<file path="config.mk">
export PLATFORM = sky130hd
export DESIGN_NAME = card_window_enable_io_control
export DESIGN_NICKNAME = d
export VERILOG_FILES = /design/src/logic/card_window_pkg.sv /design/src/logic/card_window_enable_io_control.sv
export VERILOG_INCLUDE_DIRS = /design/src /design/src/logic
export SDC_FILE = /design/constraint.sdc
export NUM_CORES = 1
export LEC_CHECK = 0
export BUFFER_PORTS_ARGS = -buffer_cell sky130_fd_sc_hd__buf_2
export CAP_MARGIN = 40
export CORE_AREA = 2 2 160 162
export DETAILED_ROUTE_END_ITERATION = 10
export DIE_AREA = 0 0 162 164
export GPL_TIMING_DRIVEN = 0
export PLACE_DENSITY = 0.68
export SYNTH_ARGS = -nofsm -noshare
export SYNTH_HDL_FRONTEND = slang
export SYNTH_SLANG_ARGS = --single-unit
</file>
<file path="constraint.sdc">
create_clock -name sys_clk_i -period 6.6 [get_ports sys_clk_i]
set_clock_uncertainty 0.05 [all_clocks]
set_input_delay 0.33 -clock sys_clk_i [delete_from_list [all_inputs] [get_ports sys_clk_i]]
set_output_delay 0.33 -clock sys_clk_i [all_outputs]
set_load 0.01 [all_outputs]
</file>
<file path="src/logic/card_window_regs.svh">
`ifndef CARD_WINDOW_REGS_SVH
`define CARD_WINDOW_REGS_SVH
`define WIN_EN_OFFSET 12'h806
`define IO_CTRL_OFFSET 12'h807
`define WIN_EN_RESET 8'h00
`define IO_CTRL_RESET 8'h00
`define WIN_EN_WRITE_MASK 8'hDF
`define IO1_EN_BIT 7
`define IO0_EN_BIT 6
`define RESERVED_BIT 5
`define IO1_WAIT_BIT 7
`define IO1_SHORT_BIT 6
`define IO1_AUTO_BIT 5
`define IO1_WIDTH_BIT 4
`define IO0_WAIT_BIT 3
`define IO0_SHORT_BIT 2
`define IO0_AUTO_BIT 1
`define IO0_WIDTH_BIT 0
`define IO_FIELD_SPAN 4
`define ISA_CYCLE_NS 125
`define ISA_CYCLE_CLKS ((`ISA_CYCLE_NS + 49) / 50)
`define STD_CYCLES_8 6
`define STD_CYCLES_16 3
`define SHORT_CYCLES_8 3
`define EXTRA_WAIT_CYCLES 1
`endif

</file>
<file path="src/logic/card_window_pkg.sv">
package card_window_pkg;
   typedef struct packed {
      logic req;
      logic is_io;
      logic [23:0] addr;
   } host_cycle_t;
   typedef struct packed {
      logic claim;
      logic is_io;
      logic [2:0] window;
      logic wide;
      logic [7:0] cycle_clks;
   } card_access_t;
endpackage

</file>
<file path="src/logic/card_window_enable_io_control.sv">
// Overview of operation
// - Disabled windows never claim host cycles.
// - Reset disables every window, reads zero.
// - Bits 7 and 6 enable I/O windows.
// - Bits 4..0 enable memory windows 4..0.
// - Bit 5 reserved, always reads zero.
// - Wait bit lengthens 16-bit I/O cycles.
// - Short bit makes 8-bit cycles three.
// - Auto-size bit follows card I/O-16 indication.
// - Width bit picks 8 or 16 bits.
// - I/O control register resets to zero.
`timescale 1ns/1ps
`include "card_window_regs.svh"
module card_window_enable_io_control (
   input wire logic sys_clk_i,
   input wire logic rst_i,
   input wire logic [11:0] reg_addr_i,
   input wire logic reg_wr_i,
   input wire logic [7:0] reg_wdata_i,
   output logic [7:0] reg_rdata_o,
   input wire card_window_pkg::host_cycle_t host_cycle_i,
   input wire logic [24*7-1:0] win_start_i,
   input wire logic [24*7-1:0] win_end_i,
   input wire logic card_io_sixteen_indication_i,
   output card_window_pkg::card_access_t access_o,
   output logic [7:0] window_enable_o
);
   logic [7:0] win_en_ff;
   logic [7:0] io_ctrl_ff;
   logic [7:0] nxt_rdata;
   card_window_pkg::card_access_t access_ff;
   card_window_pkg::card_access_t nxt_access;
   logic [6:0] hit;
   logic [6:0] win_on;
   logic sel_en;
   logic sel_ctrl;

   assign sel_en = reg_addr_i == `WIN_EN_OFFSET;
   assign sel_ctrl = reg_addr_i == `IO_CTRL_OFFSET;
   // Index 0..4 memory windows, 5..6 I/O windows 0..1
   assign win_on = {win_en_ff[`IO1_EN_BIT], win_en_ff[`IO0_EN_BIT], win_en_ff[4:0]};

   genvar g;
   generate
      for (g = 0; g < 7; g++) begin : g_hit
         localparam bit IS_IO = g >= 5;
         assign hit[g] = win_on[g] && host_cycle_i.req && (host_cycle_i.is_io == IS_IO)
            && host_cycle_i.addr >= win_start_i[g*24 +: 24]
            && host_cycle_i.addr <= win_end_i[g*24 +: 24];
      end
   endgenerate

   // Unmapped offsets read zero; bit 5 is never stored
   assign nxt_rdata = sel_en ? (win_en_ff & `WIN_EN_WRITE_MASK) :
                      sel_ctrl ? io_ctrl_ff : 8'h00;

   always_comb begin
      logic [3:0] f;
      logic wide;
      f = 4'h0;
      wide = 1'b0;
      nxt_access = '0;
      nxt_access.is_io = host_cycle_i.is_io;
      // Lowest window wins when ranges overlap
      for (int i = 6; i >= 0; i--) begin
         if (hit[i]) begin
            nxt_access.claim = 1'b1;
            nxt_access.window = 3'(i);
         end
      end
      if (nxt_access.claim && nxt_access.window >= 3'h5) begin
         f = (nxt_access.window == 3'h6) ? io_ctrl_ff[7:4] : io_ctrl_ff[3:0];
         wide = f[1] ? card_io_sixteen_indication_i : f[0];
         nxt_access.wide = wide;
         if (wide) begin
            nxt_access.cycle_clks = 8'((`STD_CYCLES_16 + (f[3] ? `EXTRA_WAIT_CYCLES : 0))
               * `ISA_CYCLE_CLKS);
         end else begin
            nxt_access.cycle_clks = 8'((f[2] ? `SHORT_CYCLES_8 : `STD_CYCLES_8)
               * `ISA_CYCLE_CLKS);
         end
      end else if (nxt_access.claim) begin
         nxt_access.wide = 1'b1;
         nxt_access.cycle_clks = 8'(`STD_CYCLES_16 * `ISA_CYCLE_CLKS);
      end
   end

   always_ff @(posedge sys_clk_i) begin
      if (rst_i) begin
         win_en_ff <= `WIN_EN_RESET;
         io_ctrl_ff <= `IO_CTRL_RESET;
         reg_rdata_o <= 8'h00;
         access_ff <= '0;
      end else begin
         if (reg_wr_i && sel_en) win_en_ff <= reg_wdata_i & `WIN_EN_WRITE_MASK;
         if (reg_wr_i && sel_ctrl) io_ctrl_ff <= reg_wdata_i;
         reg_rdata_o <= nxt_rdata;
         access_ff <= nxt_access;
      end
   end

   assign access_o = access_ff;
   assign window_enable_o = win_en_ff;

   property p_no_claim_disabled;
      @(posedge sys_clk_i) disable iff (rst_i)
      (host_cycle_i.req && hit == 7'h00) |=> !access_o.claim;
   endproperty
   a_no_claim_disabled: assert property (p_no_claim_disabled) else $error("claim on disabled");

   property p_reset_zero;
      @(posedge sys_clk_i) rst_i |=> (win_en_ff == 8'h00 && io_ctrl_ff == 8'h00);
   endproperty
   a_reset_zero: assert property (p_reset_zero) else $error("reset not zero");

   property p_io1_en;
      @(posedge sys_clk_i) disable iff (rst_i)
      (reg_wr_i && sel_en) |=> window_enable_o[7] == $past(reg_wdata_i[7]);
   endproperty
   a_io1_en: assert property (p_io1_en) else $error("io1 enable not stored");

   property p_mem_en;
      @(posedge sys_clk_i) disable iff (rst_i)
      (reg_wr_i && sel_en) |=> window_enable_o[4:0] == $past(reg_wdata_i[4:0]);
   endproperty
   a_mem_en: assert property (p_mem_en) else $error("memory enables not stored");

   property p_reserved_bit;
      @(posedge sys_clk_i) disable iff (rst_i)
      sel_en |=> !reg_rdata_o[5];
   endproperty
   a_reserved_bit: assert property (p_reserved_bit) else $error("reserved bit set");

   property p_wait16;
      @(posedge sys_clk_i) disable iff (rst_i)
      (hit[5] && hit[4:0] == 5'h00 && io_ctrl_ff[3] && nxt_access.wide)
      |=> access_o.cycle_clks == 8'(4 * `ISA_CYCLE_CLKS);
   endproperty
   a_wait16: assert property (p_wait16) else $error("16-bit wait not applied");

   property p_short8;
      @(posedge sys_clk_i) disable iff (rst_i)
      (access_o.claim && access_o.window == 3'h6 && !access_o.wide && io_ctrl_ff[6]
       && $stable(io_ctrl_ff)) |-> access_o.cycle_clks == 8'(3 * `ISA_CYCLE_CLKS);
   endproperty
   a_short8: assert property (p_short8) else $error("8-bit short cycle wrong");

   property p_auto;
      @(posedge sys_clk_i) disable iff (rst_i)
      (hit[5] && hit[4:0] == 5'h00 && io_ctrl_ff[1])
      |=> access_o.wide == $past(card_io_sixteen_indication_i);
   endproperty
   a_auto: assert property (p_auto) else $error("auto size ignored");

   property p_width;
      @(posedge sys_clk_i) disable iff (rst_i)
      (hit[5] && hit[4:0] == 5'h00 && !io_ctrl_ff[1]) |=> access_o.wide == $past(io_ctrl_ff[0]);
   endproperty
   a_width: assert property (p_width) else $error("width select ignored");

   property p_io0_en;
      @(posedge sys_clk_i) disable iff (rst_i)
      (reg_wr_i && sel_en) |=> window_enable_o[6] == $past(reg_wdata_i[6]);
   endproperty
   a_io0_en: assert property (p_io0_en) else $error("io0 enable not stored");

   property p_ctrl_reset;
      @(posedge sys_clk_i) rst_i |=> io_ctrl_ff == `IO_CTRL_RESET;
   endproperty
   a_ctrl_reset: assert property (p_ctrl_reset) else $error("control not reset");

   property p_ctrl_store;
      @(posedge sys_clk_i) disable iff (rst_i)
      (reg_wr_i && sel_ctrl) |=> io_ctrl_ff == $past(reg_wdata_i);
   endproperty
   a_ctrl_store: assert property (p_ctrl_store) else $error("control not stored");

   property p_claim_range;
      @(posedge sys_clk_i) disable iff (rst_i)
      access_o.claim |-> $past(hit) != 7'h00;
   endproperty
   a_claim_range: assert property (p_claim_range) else $error("claim outside windows");

   property p_window_index;
      @(posedge sys_clk_i) disable iff (rst_i)
      hit[0] |=> (access_o.claim && access_o.window == 3'h0);
   endproperty
   a_window_index: assert property (p_window_index) else $error("wrong window index");

   property p_mem_timing;
      @(posedge sys_clk_i) disable iff (rst_i)
      (hit[4:0] != 5'h00)
      |=> (access_o.wide && access_o.cycle_clks == 8'(`STD_CYCLES_16 * `ISA_CYCLE_CLKS));
   endproperty
   a_mem_timing: assert property (p_mem_timing) else $error("memory timing wrong");

   // Wait bit must not stretch an 8-bit cycle
   property p_wait8;
      @(posedge sys_clk_i) disable iff (rst_i)
      (hit[5] && hit[4:0] == 5'h00 && !nxt_access.wide && !io_ctrl_ff[2])
      |=> access_o.cycle_clks == 8'(`STD_CYCLES_8 * `ISA_CYCLE_CLKS);
   endproperty
   a_wait8: assert property (p_wait8) else $error("8-bit cycle stretched");

   property p_short16;
      @(posedge sys_clk_i) disable iff (rst_i)
      (hit[5] && hit[4:0] == 5'h00 && nxt_access.wide && !io_ctrl_ff[3])
      |=> access_o.cycle_clks == 8'(`STD_CYCLES_16 * `ISA_CYCLE_CLKS);
   endproperty
   a_short16: assert property (p_short16) else $error("16-bit cycle shortened");

   property p_io_off;
      @(posedge sys_clk_i) disable iff (rst_i)
      (host_cycle_i.req && host_cycle_i.is_io && win_en_ff[7:6] == 2'b00) |=> !access_o.claim;
   endproperty
   a_io_off: assert property (p_io_off) else $error("claim on disabled I/O");

   property p_mem_off;
      @(posedge sys_clk_i) disable iff (rst_i)
      (host_cycle_i.req && !host_cycle_i.is_io && win_en_ff[4:0] == 5'h00) |=> !access_o.claim;
   endproperty
   a_mem_off: assert property (p_mem_off) else $error("claim on disabled memory");
endmodule

</file>
==> flow_summary.yaml <==
yosys:
  syn_inst: 1300
  ys_seq_area_share_pct: 6.83
  syn_avg_cell_area_um2: 7.44
  yosysWarnings: 0
  ys_ff_latch: 33
  synthArstFlopShare_pct: 0
  synth_edf_count: 0
  mappedNetlistArea_mm2: 0.00967
  netlist_top_cells_area: "ha_1 43%, inv_1 13%, dfxtp_1 6.8%"
  synth.distinct_cells: 65
  yosysTopAreaCellShare_pct: 43.5
  synth_largest_area_cell: "ha_1"
  synthFlopType: "dfxtp_1"
place:
  globalplace.congestion: 0.885
  io_buffers: 409
  place_ws_ns: 2.72
  place_hpwl_um: 29700
detailed_routing:
  first_pass_iters: 5
  via_count: 10600
  drt-vias-per-instance: 5.16
  drc: 0
  drt_iter0_markers: 476
  avgRoutedWirePerCell_um: 16.9
  antenna_left: 0
  routed_wl_um: 34800
power_and_ir_drop:
  p_leak_nw: 7.54
  peakVddDrop_v: 0.0000954
  p_total_w: 0.00104
  p_per_area_mw_per_mm2: 84.2
timing:
  fin_ws_ns: 3.00
  slew_headroom_pct: 42.8
  timing.fmax_mhz: 278
  setup_violations: 0
  worst_pin_slew_ns: 0.850
  fin_crit_ns: 3.60
  fin_setup_tns_ns: 0
  period_share_pct: 54.5
  whs_ns: 0.248
  final-hold-violation-count: 0
  final-max-slew-violation-count: 0
  rsz0062_at_grt: "false"
critical_path:
  crit_path_frequent_cell: "nor3b_2"
  setup.worst_path.start_class: "input pin"
  crit_required_ns: 6.72
  worstPathMaxFanout: 14
  critPathBufInv: 1
  slowest_stage: "nor4_1"
  setup.worst_path.class: "in -> reg"
  path_cells: "buf_2 > ha_1 > nand4_1 > nor4_1 > nor3b_2 > nor3b_2 > o211ai_1 > o32ai_2 > nor2_2 > mux2_4 > a22o_1"
  cp.arrival_ns: 3.71
  endpoint_kind: "register"
  slowest_delay_ns: 0.59
  crit_family: "simple AND/OR/NAND/NOR gates"
grt:
  grt.total_usage_pct: 25.3
  grt_max_degree: 15
  grt_remaining_overflow: 0
  antenna_found_initial: 10
  grt_pass1_vias: 10400
  grt_pass1_wl_um: 52400
die:
  io_pins: 416
  core_mm2: 0.0248
  rows: 58
  die_area_mm2: 0.0266
  start_util_pct: 39.0
  die_y_um: 164
  die_w_um: 162
cts:
  cts_buffers: 5
  htree_levels: 2
  ctsResizeCount: 0
  clockBufferDepth: 2
  clock_sinks: 33
  post_cts_buffers: 0
  ctsHoldBuffers: 0
  cts_tree: "yes"
  clock_latency_ns: 0.28
  path_clk_slew_ns: 0.05
  cts_root_buf: "clkbuf_16"
layout:
  final_cell_mix: "410 x buf_2, 336 x ha_1, 330 x inv_1"
  fin_util_pct: 49.6
  syn_to_final_growth_pct: 27.3
  final_common_cell: "buf_2"
  nets: 2443
  num-fill-cells: 2552
  drive_gt1_share_pct: 25.5
worst_hold_path:
  hold_class: "in -> reg"
flow_run:
  drv_cap: 0
outcome:
  status: "finished, final reports clean"
## final timing paths
path	start	endpoint	slack, ns	cells past startpoint
max	host_cycle_i[22]	access_o[8]	3.00	11
min	reg_wdata_i[5]	io_ctrl_ff[5]	0.25	3
max reg2reg	window_enable_o[7]	access_o[8]	3.92	9
min reg2reg	io_ctrl_ff[5]	reg_rdata_o[5]	0.41	2
## where the power goes
part           switching [W]  total, W  internal [W]
combinational       0.000343  0.000625      0.000282
sequential      0.0000000677  0.000200      0.000200
clock              0.0000769  0.000211      0.000134
total               0.000420   0.00104      0.000616
## metal layers
metal,routed length (µm),vias to the layer above,global-route usage (%)
li1,-,5404,-
met2,16200,381,44.1
met5,33,-,0
met1,14900,4762,31.2
met3,2530,75,4.22
met4,1210,6,9.17
## synth_stat cells (all sizes together) (3+ instances only)
| cell type | count |
|---|---|
| buf | 6 |
| a221oi | 3 |
| nor3b | 3 |
| or4 | 4 |
| nor3 | 16 |
| inv | 330 |
| nand2 | 63 |
| mux2 | 4 |
| nor2b | 13 |
| nand4 | 58 |
| a211oi | 18 |
| nand2b | 8 |
| clkbuf | 4 |
| nand3 | 24 |
| o21ai | 55 |
| o21a | 6 |
| a2111oi | 6 |
| o211ai | 16 |
| a21oi | 123 |
| a21o | 30 |
| mux2i | 23 |
| dfxtp | 33 |
| and4 | 3 |
| o31a | 3 |
| nor4 | 15 |
| ha | 336 |
| nor2 | 58 |
## tightest hold or removal path, cell delays in order
cell and delay (ns):
buf_2 0.07, mux2i_1 0.05, nor2_1 0.08
## state kept, by name, summed over array words and instances (netlist names)
register	cells
access_o	10
reg_rdata_o	8
window_enable_o	7
io_ctrl_ff	8
## stage by stage
stage	area, µm²	instances
floorplan	9680	1303
global placement	12100	2042
detailed placement	12200	2044
CTS	12300	2050
global route	12300	2056
finish	12300	2058
## final cells by class
class	instances	area [µm²]	area share, %
Multi-Input combinational cell	930	7720	62.8
Buffer	10	57.6	0.468
Sequential cell	33	661	5.37
Timing Repair Buffer	411	2060	16.8
Clock inverter	1	5.00	0.0407
Inverter	330	1240	10.1
Clock buffer	5	125	1.02
Tap cell	330	413	3.36
Antenna cell	8	20.0	0.163
## logic make-up after synthesis
| logic type | after synthesis | share of synthesized area, % |
|---|---|---|
| buf+inv | 340 | 13.4 |
| simple gates | 275 | 14.7 |
| compound gates | 288 | 18.7 |
| other cells | 1 | 0.0388 |
| flops | 33 | 6.83 |
| fa+ha+maj | 336 | 43.5 |
| mux | 27 | 2.89 |
(Power assumes the default switching activity.)
